File: config.mk
export PLATFORM = sky130hd
export DESIGN_NAME = rmo_regs
export DESIGN_NICKNAME = d
export VERILOG_FILES = /design/src/verilog/rmo_pkg.sv /design/src/verilog/rmo_regs.sv
export VERILOG_INCLUDE_DIRS = /design/src /design/src/verilog
export SDC_FILE = /design/constraint.sdc
export NUM_CORES = 1
export LEC_CHECK = 0
export ABC_AREA = 0
export BUFFER_PORTS_ARGS = -buffer_cell sky130_fd_sc_hd__clkbuf_2
export CAP_MARGIN = 0
export CORE_ASPECT_RATIO = 0.5
export CORE_UTILIZATION = 35
export DETAILED_ROUTE_END_ITERATION = 16
export GPL_TIMING_DRIVEN = 0
export PLACE_DENSITY = 0.64
export SLEW_MARGIN = 10
export SYNTH_ARGS = -nofsm -noshare
export SYNTH_HDL_FRONTEND = slang
export SYNTH_SLANG_ARGS = --single-unit
File: constraint.sdc
create_clock -name core_clk_in -period 4.15 [get_ports core_clk_in]
set_input_delay 0.415 -clock core_clk_in [delete_from_list [all_inputs] [get_ports core_clk_in]]
set_output_delay 0.415 -clock core_clk_in [all_outputs]
set_load 0.02 [all_outputs]
File: src/verilog/rmo_defs.svh
// Register indices, field positions and reset values of the radio override bank
`ifndef RMO_DEFS_SVH
`define RMO_DEFS_SVH

// Register indices; byte address is four times the index
`define RMO_IDX_AND_H     16'hdf22
`define RMO_IDX_AND_L     16'hdf23
`define RMO_IDX_OR_H      16'hdf24
`define RMO_IDX_OR_L      16'hdf25
`define RMO_IDX_VGA       16'hdf26
`define RMO_IDX_GAINMODE  16'hdf27
`define RMO_IDX_FSM       16'hdf39
`define RMO_IDX_ADC_I     16'hdf3a
`define RMO_IDX_ADC_Q     16'hdf3b
`define RMO_IDX_DAC_SEL   16'hdf3c
`define RMO_IDX_DAC_LO    16'hdf3d

// Reset values
`define RMO_RST_AND_H     8'hff
`define RMO_RST_AND_L     7'h7f
`define RMO_RST_OR_H      8'h00
`define RMO_RST_OR_L      7'h00
`define RMO_RST_VGA_GAIN  7'h7f

// High-byte control bits
`define RMO_H_VGA_RST_N   7
`define RMO_H_BIAS_OFF    6
`define RMO_H_SWITCH      5
`define RMO_H_BUF_SEL     4
`define RMO_H_PRESC_OFF   3
`define RMO_H_AMP_N_OFF   2
`define RMO_H_AMP_P_OFF   1
`define RMO_H_DAC_PD      0

// Low-byte control bits
`define RMO_L_CAL_PD      6
`define RMO_L_PUMP_OFF    5
`define RMO_L_SYN_PD      4
`define RMO_L_ADC_OFF     3
`define RMO_L_VGA_OFF     2
`define RMO_L_BPF_PD      1
`define RMO_L_FE_PD       0

`endif

File: src/verilog/rmo_pkg.sv
// Types shared by the radio override register bank
package rmo_pkg;
    // Source driving the TX DACs
    typedef enum logic [2:0] {
        RMO_DAC_MOD   = 3'h0,
        RMO_DAC_OVR   = 3'h1,
        RMO_DAC_ADC_M = 3'h2,
        RMO_DAC_FILT  = 3'h3,
        RMO_DAC_NOISE = 3'h4,
        RMO_DAC_ADC_L = 3'h5,
        RMO_DAC_RSSI  = 3'h6,
        RMO_DAC_DEBUG = 3'h7
    } rmo_dac_sel_t;
    // LNA/mixer gain mode; AGC code only valid as override
    typedef enum logic [1:0] {
        RMO_GM_AGC  = 2'h0,
        RMO_GM_LOW  = 2'h1,
        RMO_GM_MED  = 2'h2,
        RMO_GM_HIGH = 2'h3
    } rmo_gain_mode_t;
endpackage

File: src/verilog/rmo_regs.sv
// Radio manual override and test register bank with APB slave
//
// How it works
// - Low-byte bits 6..0 power down cal osc, pump, synth, ADC, VGA, filter, front end.
// - Low-byte bit 0 powers down LNA, down-mixers and front-end bias.
// - High-byte bit 7 is VGA peak reset (low), bit 3 prescaler, bit 0 DACs.
// - High-byte bit 6 is global bias power-down, 1 means off.
// - High-byte bit 5 steers output switch; 1 gives PA external bias.
// - High-byte bit 4 picks LO buffers (0) or PA buffers (1).
// - Bits 2,1 power down PA paths; both set also stops up-mixers.
// - Gain override enable makes RX use manual VGA gain over AGC.
// - VGA gain field stores manual value, reads gain in use, resets all ones.
// - Gain-mode override: 00 AGC, 01 low, 10 medium, 11 high.
// - Read-only gain-mode status shows the mode actually in effect.
// - Read-only 6-bit field shows frame-control state, no reset value.
// - Clock-gate bit 7 of the ADC I register, set to 1, stops ADC clock even when ADC is enabled.
// - Two read-only 7-bit fields return live ADC I and Q samples.
// - 3-bit DAC source field selects one of eight TX DAC sources.
// - Source 001 drives DACs from override values; I upper bits at 3:0.
// - Reserved bits ignore writes and read as zero.
// - Next register holds I low bits 7:6 and Q bits 5:0, reset zero.
//
// The implementer's own choice: register access over APB.
`timescale 1ns/1ps
`include "rmo_defs.svh"

module rmo_regs #(
    parameter int ADDR_W = 18
) (
    input  wire logic                  core_clk_in,
    input  wire logic                  rst_in,
    input  wire logic                  ce_in,
    // APB slave
    input  wire logic                  psel_in,
    input  wire logic                  penable_in,
    input  wire logic                  pwrite_in,
    input  wire logic [ADDR_W-1:0]     paddr_in,
    input  wire logic [31:0]           pwdata_in,
    input  wire logic [3:0]            pstrb_in,
    output logic                       pready_out,
    output logic [31:0]                prdata_out,
    output logic                       pslverr_out,
    // Internally generated analog controls
    input  wire logic [7:0]            ctl_high_in,
    input  wire logic [6:0]            ctl_low_in,
    input  wire logic [6:0]            agc_vga_gain_in,
    input  wire logic [1:0]            agc_gain_mode_in,
    input  wire logic [5:0]            frame_fsm_state_in,
    // Live ADC samples, from the analog side
    input  wire logic [6:0]            adc_i_in,
    input  wire logic [6:0]            adc_q_in,
    // Candidate TX DAC sources
    input  wire logic [5:0]            mod_i_in,
    input  wire logic [5:0]            mod_q_in,
    input  wire logic [5:0]            filt_i_in,
    input  wire logic [5:0]            filt_q_in,
    input  wire logic [5:0]            noise_i_in,
    input  wire logic [5:0]            noise_q_in,
    input  wire logic [5:0]            rssi_mag_in,
    input  wire logic [5:0]            debug_i_in,
    input  wire logic [5:0]            debug_q_in,
    // Effective analog controls
    output logic                       filter_cal_osc_powerdown_out,
    output logic                       charge_pump_powerdown_out,
    output logic                       synth_chain_powerdown_out,
    output logic                       adc_powerdown_out,
    output logic                       vga_powerdown_out,
    output logic                       rx_filter_powerdown_out,
    output logic                       front_end_powerdown_out,
    output logic                       vga_peak_reset_n_out,
    output logic                       global_bias_powerdown_out,
    output logic                       output_switch_bias_ctl_out,
    output logic                       buffer_select_out,
    output logic                       prescaler_powerdown_out,
    output logic                       amp_neg_path_powerdown_out,
    output logic                       amp_pos_path_powerdown_out,
    output logic                       up_mixer_powerdown_out,
    output logic                       tx_dac_powerdown_out,
    // Gain, clock and DAC outputs
    output logic [6:0]                 vga_gain_out,
    output rmo_pkg::rmo_gain_mode_t    gain_mode_out,
    output logic                       adc_clk_en_out,
    output rmo_pkg::rmo_dac_sel_t      dac_source_out,
    output logic [5:0]                 dac_i_out,
    output logic [5:0]                 dac_q_out
);
    import rmo_pkg::*;

    // Software registers
    logic [7:0]     and_h_q;
    logic [6:0]     and_l_q;
    logic [7:0]     or_h_q;
    logic [6:0]     or_l_q;
    logic           vga_oe_q;
    logic [6:0]     vga_man_q;
    logic [1:0]     gm_ovr_q;
    logic           adc_clk_dis_q;
    rmo_dac_sel_t   dac_sel_q;
    logic [5:0]     dac_i_ovr_q;
    logic [5:0]     dac_q_ovr_q;

    // Effective controls
    logic [7:0]     eff_h_d;
    logic [7:0]     eff_h_q;
    logic [6:0]     eff_l_d;
    logic [7:0]     eff_l_w;
    logic [6:0]     eff_l_q;
    logic [6:0]     vga_gain_q;
    rmo_gain_mode_t gm_q;
    logic           adc_clk_en_q;
    logic [5:0]     dac_i_d;
    logic [5:0]     dac_q_d;
    logic [5:0]     dac_i_q;
    logic [5:0]     dac_q_q;

    // ADC sample synchronisers
    logic [6:0]     adc_i_m_q;
    logic [6:0]     adc_i_s_q;
    logic [6:0]     adc_q_m_q;
    logic [6:0]     adc_q_s_q;

    // Bus decode
    logic           setup;
    logic           wr_en;
    logic [15:0]    idx;
    logic           aligned;
    logic [7:0]     rd_val;
    logic           hit;
    logic [31:0]    prdata_q;
    logic           pslverr_q;
    logic [7:0]     wbyte;

    // Mask override of one control group
    function automatic logic [7:0] ovr(input logic [7:0] sig,
                                       input logic [7:0] am,
                                       input logic [7:0] om);
        ovr = (sig & am) | om;
    endfunction

    // True when the access addresses the given register index
    function automatic logic sel(input logic [15:0] i);
        sel = aligned && (idx == i);
    endfunction

    // Word index and alignment of the current access
    assign idx     = paddr_in[17:2];
    assign aligned = (paddr_in[1:0] == 2'h0);
    assign setup   = ce_in && psel_in && !penable_in;
    assign wr_en   = ce_in && psel_in && penable_in && pwrite_in && pstrb_in[0];
    assign wbyte   = pwdata_in[7:0];

    // Zero wait states; a stalled clock enable holds the access
    assign pready_out  = ce_in;
    assign prdata_out  = prdata_q;
    assign pslverr_out = pslverr_q;

    // Override mask registers
    always_ff @(posedge core_clk_in or posedge rst_in) begin
        if (rst_in) begin
            and_h_q <= `RMO_RST_AND_H;
            and_l_q <= `RMO_RST_AND_L;
            or_h_q  <= `RMO_RST_OR_H;
            or_l_q  <= `RMO_RST_OR_L;
        end else if (wr_en) begin
            if (sel(`RMO_IDX_AND_H)) begin
                and_h_q <= wbyte;
            end
            if (sel(`RMO_IDX_AND_L)) begin
                and_l_q <= wbyte[6:0];
            end
            if (sel(`RMO_IDX_OR_H)) begin
                or_h_q <= wbyte;
            end
            if (sel(`RMO_IDX_OR_L)) begin
                or_l_q <= wbyte[6:0];
            end
        end
    end

    // Gain override registers
    always_ff @(posedge core_clk_in or posedge rst_in) begin
        if (rst_in) begin
            vga_oe_q  <= 1'b0;
            vga_man_q <= `RMO_RST_VGA_GAIN;
            gm_ovr_q  <= 2'h0;
        end else if (wr_en) begin
            if (sel(`RMO_IDX_VGA)) begin
                vga_oe_q  <= wbyte[7];
                vga_man_q <= wbyte[6:0];
            end
            if (sel(`RMO_IDX_GAINMODE)) begin
                gm_ovr_q <= wbyte[3:2];
            end
        end
    end

    // ADC gate and DAC test registers
    always_ff @(posedge core_clk_in or posedge rst_in) begin
        if (rst_in) begin
            adc_clk_dis_q <= 1'b0;
            dac_sel_q     <= RMO_DAC_MOD;
            dac_i_ovr_q   <= 6'h00;
            dac_q_ovr_q   <= 6'h00;
        end else if (wr_en) begin
            if (sel(`RMO_IDX_ADC_I)) begin
                adc_clk_dis_q <= wbyte[7];
            end
            if (sel(`RMO_IDX_DAC_SEL)) begin
                dac_sel_q         <= rmo_dac_sel_t'(wbyte[6:4]);
                dac_i_ovr_q[5:2]  <= wbyte[3:0];
            end
            if (sel(`RMO_IDX_DAC_LO)) begin
                dac_i_ovr_q[1:0] <= wbyte[7:6];
                dac_q_ovr_q      <= wbyte[5:0];
            end
        end
    end

    // ADC samples cross from the converter, two flops each
    // Bits are not coherent across the word; good for test readback only
    always_ff @(posedge core_clk_in or posedge rst_in) begin
        if (rst_in) begin
            adc_i_m_q <= 7'h00;
            adc_i_s_q <= 7'h00;
            adc_q_m_q <= 7'h00;
            adc_q_s_q <= 7'h00;
        end else if (ce_in) begin
            adc_i_m_q <= adc_i_in;
            adc_i_s_q <= adc_i_m_q;
            adc_q_m_q <= adc_q_in;
            adc_q_s_q <= adc_q_m_q;
        end
    end

    // Effective control vectors
    always_comb begin
        eff_h_d = ovr(ctl_high_in, and_h_q, or_h_q);
        eff_l_w = ovr({1'b0, ctl_low_in}, {1'b0, and_l_q}, {1'b0, or_l_q});
        eff_l_d = eff_l_w[6:0];
    end

    // TX DAC source multiplexer
    // Test sources leave DAC power to software, through the override masks
    always_comb begin
        unique case (dac_sel_q)
            RMO_DAC_MOD: begin
                dac_i_d = mod_i_in;
                dac_q_d = mod_q_in;
            end
            RMO_DAC_OVR: begin
                dac_i_d = dac_i_ovr_q;
                dac_q_d = dac_q_ovr_q;
            end
            RMO_DAC_ADC_M: begin
                dac_i_d = adc_i_s_q[6:1];
                dac_q_d = adc_q_s_q[6:1];
            end
            RMO_DAC_FILT: begin
                dac_i_d = filt_i_in;
                dac_q_d = filt_q_in;
            end
            RMO_DAC_NOISE: begin
                dac_i_d = noise_i_in;
                dac_q_d = noise_q_in;
            end
            RMO_DAC_ADC_L: begin
                dac_i_d = adc_i_s_q[5:0];
                dac_q_d = adc_q_s_q[5:0];
            end
            RMO_DAC_RSSI: begin
                dac_i_d = rssi_mag_in;
                dac_q_d = 6'h00; // Magnitude has no Q part
            end
            RMO_DAC_DEBUG: begin
                dac_i_d = debug_i_in;
                dac_q_d = debug_q_in;
            end
        endcase
    end

    // Registered analog outputs, so no decode glitch reaches the radio
    always_ff @(posedge core_clk_in or posedge rst_in) begin
        if (rst_in) begin
            eff_h_q      <= 8'h00;
            eff_l_q      <= 7'h00;
            adc_clk_en_q <= 1'b0;
            dac_i_q      <= 6'h00;
            dac_q_q      <= 6'h00;
        end else if (ce_in) begin
            eff_h_q      <= eff_h_d;
            eff_l_q      <= eff_l_d;
            // ADC runs when powered, unless gated off
            adc_clk_en_q <= !eff_l_d[`RMO_L_ADC_OFF] && !adc_clk_dis_q;
            dac_i_q      <= dac_i_d;
            dac_q_q      <= dac_q_d;
        end
    end

    // Gain actually in use
    // Override code zero hands the mode choice back to the AGC
    always_ff @(posedge core_clk_in or posedge rst_in) begin
        if (rst_in) begin
            vga_gain_q <= `RMO_RST_VGA_GAIN;
            gm_q       <= RMO_GM_AGC;
        end else if (ce_in) begin
            vga_gain_q <= vga_oe_q ? vga_man_q : agc_vga_gain_in;
            gm_q       <= rmo_gain_mode_t'((gm_ovr_q != 2'h0) ? gm_ovr_q
                                                             : agc_gain_mode_in);
        end
    end

    // Low-byte control outputs
    assign filter_cal_osc_powerdown_out = eff_l_q[`RMO_L_CAL_PD];
    assign charge_pump_powerdown_out    = eff_l_q[`RMO_L_PUMP_OFF];
    assign synth_chain_powerdown_out    = eff_l_q[`RMO_L_SYN_PD];
    assign adc_powerdown_out            = eff_l_q[`RMO_L_ADC_OFF];
    assign vga_powerdown_out            = eff_l_q[`RMO_L_VGA_OFF];
    assign rx_filter_powerdown_out      = eff_l_q[`RMO_L_BPF_PD];
    assign front_end_powerdown_out      = eff_l_q[`RMO_L_FE_PD];

    // High-byte control outputs
    assign vga_peak_reset_n_out       = eff_h_q[`RMO_H_VGA_RST_N];
    assign global_bias_powerdown_out  = eff_h_q[`RMO_H_BIAS_OFF];
    assign output_switch_bias_ctl_out = eff_h_q[`RMO_H_SWITCH];
    assign buffer_select_out          = eff_h_q[`RMO_H_BUF_SEL];
    assign prescaler_powerdown_out    = eff_h_q[`RMO_H_PRESC_OFF];
    assign amp_neg_path_powerdown_out = eff_h_q[`RMO_H_AMP_N_OFF];
    assign amp_pos_path_powerdown_out = eff_h_q[`RMO_H_AMP_P_OFF];
    assign up_mixer_powerdown_out     = eff_h_q[`RMO_H_AMP_N_OFF] &
                                        eff_h_q[`RMO_H_AMP_P_OFF];
    assign tx_dac_powerdown_out       = eff_h_q[`RMO_H_DAC_PD];

    // Gain, clock gate and DAC outputs
    assign vga_gain_out   = vga_gain_q;
    assign gain_mode_out  = gm_q;
    assign adc_clk_en_out = adc_clk_en_q;
    assign dac_source_out = dac_sel_q;
    assign dac_i_out      = dac_i_q;
    assign dac_q_out      = dac_q_q;

    // Read value; reserved bits stay zero
    always_comb begin
        rd_val = 8'h00;
        hit    = 1'b1;
        unique case (1'b1)
            sel(`RMO_IDX_AND_H):    rd_val = and_h_q;
            sel(`RMO_IDX_AND_L):    rd_val = {1'b0, and_l_q};
            sel(`RMO_IDX_OR_H):     rd_val = or_h_q;
            sel(`RMO_IDX_OR_L):     rd_val = {1'b0, or_l_q};
            sel(`RMO_IDX_VGA):      rd_val = {vga_oe_q, vga_gain_q};
            sel(`RMO_IDX_GAINMODE): rd_val = {4'h0, gm_ovr_q, gm_q};
            sel(`RMO_IDX_FSM):      rd_val = {2'h0, frame_fsm_state_in};
            sel(`RMO_IDX_ADC_I):    rd_val = {adc_clk_dis_q, adc_i_s_q};
            sel(`RMO_IDX_ADC_Q):    rd_val = {1'b0, adc_q_s_q};
            sel(`RMO_IDX_DAC_SEL):  rd_val = {1'b0, dac_sel_q, dac_i_ovr_q[5:2]};
            sel(`RMO_IDX_DAC_LO):   rd_val = {dac_i_ovr_q[1:0], dac_q_ovr_q};
            default:                hit    = 1'b0;
        endcase
    end

    // Read data and error are captured in the setup cycle
    // so they stay steady however long a low clock enable stalls the access
    always_ff @(posedge core_clk_in or posedge rst_in) begin
        if (rst_in) begin
            prdata_q  <= 32'h0000_0000;
            pslverr_q <= 1'b0;
        end else if (setup) begin
            prdata_q  <= pwrite_in ? 32'h0000_0000 : {24'h00_0000, rd_val};
            pslverr_q <= !hit;
        end
    end
endmodule

After elaboration in Yosys (flattened, before gate mapping) --
Index checks and enable logic that the tools add are counted.
Cells by class: eq/ne operators 18, multiplexer cells 7, bitwise logic cells 5, reduce and logical (&&, ||, !) cells 34
Operators with widths (count):
- $eq A16 B16 Y1 const B | 11
- $pmux W6 S8 | 2
- $pmux W8 S11 | 1
- $reduce_and A2 Y1 | 9
- $logic_and A1 B1 Y1 | 17
- $eq A3 B3 Y1 const B | 4
- $reduce_or A11 Y1 | 1
- $and A8 B8 Y8 | 1
- $mux W8 | 1
- $or A8 B8 Y8 | 1
- $and A7 B7 Y7 | 1
- $mux W7 | 1
- $or A7 B7 Y7 | 1
- $eq A3 B2 Y1 const B | 2
- $logic_not A1 Y1 | 4
- $eq A3 B1 Y1 const B | 1
- $logic_not A3 Y1 | 1
- $logic_not A2 Y1 | 1
- $mux W2 | 1
- $reduce_bool A2 Y1 | 1
- $and A1 B1 Y1 | 1
- $mux W1 | 1
Word-level totals: flip-flop bits (word level) 154, input bits 158

Longest topological paths before layout --
depth after elaboration 5, depth in mapped cells 8, gate-level depth less buffers 6

Worst setup path after synthesis --
Ideal clock, no wire load.
kind input to register, start point input paddr_in[1], end point register and_h_q[0], arrival time 2.096 ns, required time 4.068 ns, slack 1.972 ns, stages on the path 6, path through or4b_4 nor3b_4 and3_4 and3_4 buf_12 mux2_4
On the way: cells in the longest elaborated chain, start to end 3
RTL lines:
- start: declaration | line rmo_regs.sv:37 | input wire logic [ADDR_W-1:0] paddr_in,
- $logic_not A2 Y1 | line rmo_regs.sv:147 | assign aligned = (paddr_in[1:0] == 2'h0);
- $logic_and A1 B1 Y1 | line rmo_regs.sv:142 | sel = aligned && (idx == i);
- $reduce_and A2 Y1 (no line)
- end signal: assignment | line rmo_regs.sv:160 | and_h_q <= `RMO_RST_AND_H;
- end signal: assignment | line rmo_regs.sv:166 | and_h_q <= wbyte;
- end: declaration | line rmo_regs.sv:90 | logic [7:0] and_h_q;
No other way between the ends. A chain may end at the register's enable or synchronous reset.

Final worst setup path --
start point register dac_sel_q[0], in the netlist dac_source_out[0], end point register dac_i_q[2], in the netlist dac_i_out[2]
On the way: cells in the longest elaborated chain, start to end 2
RTL lines:
- start: declaration | line rmo_regs.sv:98 | rmo_dac_sel_t dac_sel_q;
- start signal: assignment | line rmo_regs.sv:209 | dac_sel_q <= rmo_dac_sel_t'(wbyte[6:4]);
- $eq A3 B3 Y1 (tied with other cells) | line rmo_regs.sv:245 | unique case (dac_sel_q)
- $pmux W6 S8 (*) | line rmo_regs.sv:245
- end signal: assignment | line rmo_regs.sv:294 | dac_i_q <= dac_i_d;
- end: declaration | line rmo_regs.sv:113 | logic [5:0] dac_i_q;
Mark *: on every way between the ends. The rest lies on a longest branch, timed or not.

==> qor.txt <==
Status: finished, final reports clean
Avg WL per Cell: 20.3 um
Die X: 201 um
Endpoints failing setup: 0
Die footprint: 0.0204 mm^2
Achievable Freq: 0.441 GHz
Ports: 233
Placed Area: 0.00828 mm^2
Violation count after the first detailed-routing iteration: 488
Period minus WS final: 2.27 ns
Vias per inst: 5.29
Vias in the first global route: 5815
Post-route DRC: 0
Synth top area share: 36.4%
Root Driver: clkbuf_16
Crit-path slowest cell: clkbuf_1
Largest net degree at the start of global routing: 80
Internal power: 0.00246 W
Max incr delay on CP: 0.49 ns
Crit path depth: 7
Crit-path cells: clkbuf_1, buf_2, a21oi_1, a211oi_1, nor2_1, o221ai_1, o21ai_0
Leak pwr: 4.10 nW
Sequential element share of the synthesized area: 47.4%
Combinational share of power: 11.6%
WL final: 22800 um
Core Rows: 35
Sequential Power Share: 41.7%
Period utilisation layout: 54.7%
Rel. slew slack: 42.0%
Worst-Skew Late Latency: 0.43 ns
CP arrival: 2.53 ns
Clk sinks: 130
Max IR drop VDD: 0.263 mV
Share of cells above drive strength 1: 43.8%
Distinct cell type count after synthesis: 63
Fill cells: 1801
CTS Buffer Depth: 2
Initial antenna violation count: 0
Layout net count: 1005
FF+latch count, synth: 130
Cell taking the most area after synthesis: dfrtp_1
Critical Path End Type: flop
Post-layout worst setup margin: 1.88 ns
TritonCTS clock tree: yes
First-pass GRT wire length: 34800 um
H-tree Lvls: 4
Cell area power density: 377 mW/mm^2
Maxcap violations: 0
EDFF count, synth: 0
Gr ovfl total: 0
Clock skew: 0.0116 ns
Syn Inst Count: 625
Core area: 0.0189 mm^2
Critical Path Source Type: flop
Initial core utilization: 36.7%
Hold violation count in the final report: 0
Mapped Area: 0.00694 mm^2
Clock-pin slew on the worst setup and hold paths: 0.06 ns
Hold buffers post-CTS: 0
Buffers plus inverters on the worst setup path: 2
Total CTS buffers: 17
RSZ-0062 raised after global routing: no
Synth top area cells: dfrtp_1 36%, mux2_2 12%, dfstp_2 11%
Post-route ant nets: 0
Antenna cells: 0
Place WS: 1.44 ns
Routed vias: 5921
Die height: 102 um
PostCTS Resize Cnt: 0
GP Congestion: 0.913
Synth Warn #: 0
Synth top cells by count: 101 x dfrtp_1, 75 x mux2_2, 53 x a21oi_1
R2R cell count: 7
Switching share of power: 26.5%
Fin area: 0.00888 mm^2
Switch Pwr: 0.000889 W
Least-Margin Pin Slew: 0.870 ns
WP data required: 4.41 ns
Post-synth top flop: dfrtp_1
Hold Path Class: in -> async
Worst-path maximum fanout: 10
Buffers on Ports: 179
Post-CTS Setup Inserts: 0
Pwr Total: 0.00335 W
Slew Limit Fails: 0
Post-synthesis async set-or-reset flop share: 100%
Most common cell in the netlist: dfrtp_1
Post-DP HPWL: 17300 um
Clock power frac: 46.8%
Area Growth Syn to Fin: 28.0%
WS Path Type: reg -> reg
Mean cell area of the mapped netlist: 11.1 um^2
TritonRoute pass-1 iters: 6
GRT Util Overall: 22.9%
Crit path max-delay family: buffers and inverters
==> through the flow <==
stage	hold WS (ns)	utilization, %	TNS [ns]	std cells
6_report	0.0162	46.9	0	1119
5_1_grt	0.0482	46.9	0	1119
4_1_cts	0.0268	46.9	0	1119
3_5_place_dp	0.479	43.8	0	1087
3_3_place_gp	0.474	43.6	-126.84	1086
2_1_floorplan	0.475	-	0	648
==> cells by family after synthesis <==
| kind of cell | share of synthesized area [%] |
|---|---|
| and+or+nand+nor | 11.0 |
| AOI/OAI and AO/OA | 12.9 |
| muxes | 22.8 |
| DFF | 47.4 |
| buffers and inverters | 5.88 |
| other | 0.0541 |
==> final cells by class <==
type / count / area, um^2 / area share [%]
Sequential cell: 130 / 3290 / 37.0
Timing Repair Buffer: 180 / 923 / 10.4
Multi-Input combinational cell: 444 / 3330 / 37.5
Tap cell: 259 / 324 / 3.65
Buffer: 61 / 359 / 4.04
Clock inverter: 13 / 161 / 1.82
Clock buffer: 19 / 443 / 4.99
Inverter: 13 / 53.8 / 0.606
==> power groups by stage <==
stage	registers, W	clock network (W)	logic (W)
floorplan	0.00143	0	0.000187
global placement	0.00141	0	0.000380
detailed placement	0.00142	0	0.000387
CTS	0.00140	0.00159	0.000388
global route	0.00140	0.00165	0.000419
finish	0.00140	0.00157	0.000387
==> sequential cells by signal, indices dropped and copies added, names as in the netlist, 2 cells and up <==
signal,cells
dac_i_out,6
dac_source_out,3
dac_i_ovr_q,6
and_h_q,8
vga_man_q,7
and_l_q,7
dac_q_ovr_q,6
adc_q_m_q,7
gm_ovr_q,2
prdata_out,8
adc_q_s_q,7
dac_q_out,6
adc_i_m_q,7
eff_l_q,7
vga_gain_out,7
gain_mode_out,2
eff_h_q,8
adc_i_s_q,7
or_h_q,8
or_l_q,7
==> path summary, 6_finish.rpt <==
check	start	end	slack, ns
setup / recovery	dac_source_out[0]$_DFFE_PP0P_	dac_i_out[2]$_DFFE_PP0P_	1.88
hold / removal	rst_in	eff_h_q[5]$_DFFE_PP0P_	0.02
setup reg to reg	dac_source_out[0]$_DFFE_PP0P_	dac_i_out[2]$_DFFE_PP0P_	1.88
hold reg to reg	prdata_out[3]$_DFFE_PP0P_	prdata_out[3]$_DFFE_PP0P_	0.49
max in group asynchronous	rst_in	dac_i_out[1]$_DFFE_PP0P_	3.34
min in group core_clk_in	adc_q_in[6]	adc_q_m_q[6]$_DFFE_PP0P_	0.22
==> cells in the final DEF (no fill, tap or decap), drive strengths merged, types with 13 or more instances in the layout <==
| cell type | Yosys | final |
|---|---|---|
| a21oi | 53 | 53 |
| buf | 34 | 35 |
| clkbuf | 27 | 225 |
| conb | 1 | 24 |
| dfrtp | 101 | 101 |
| dfstp | 29 | 29 |
| inv | 12 | 13 |
| mux2 | 95 | 95 |
| mux2i | 41 | 41 |
| nand2 | 32 | 32 |
| nand3 | 21 | 21 |
| nor2 | 49 | 49 |
| o21ai | 25 | 25 |
==> per-layer routing <==
| layer | GRT usage, % | share of wire [%] |
|---|---|---|
| met3 | 5.08 | 6.6 |
| met1 | 33.0 | 47 |
| met5 | 0 | 0 |
| met4 | 6.87 | 1.5 |
| met2 | 34.4 | 45 |
No activity file was read; power rests on OpenSTA's default activity.
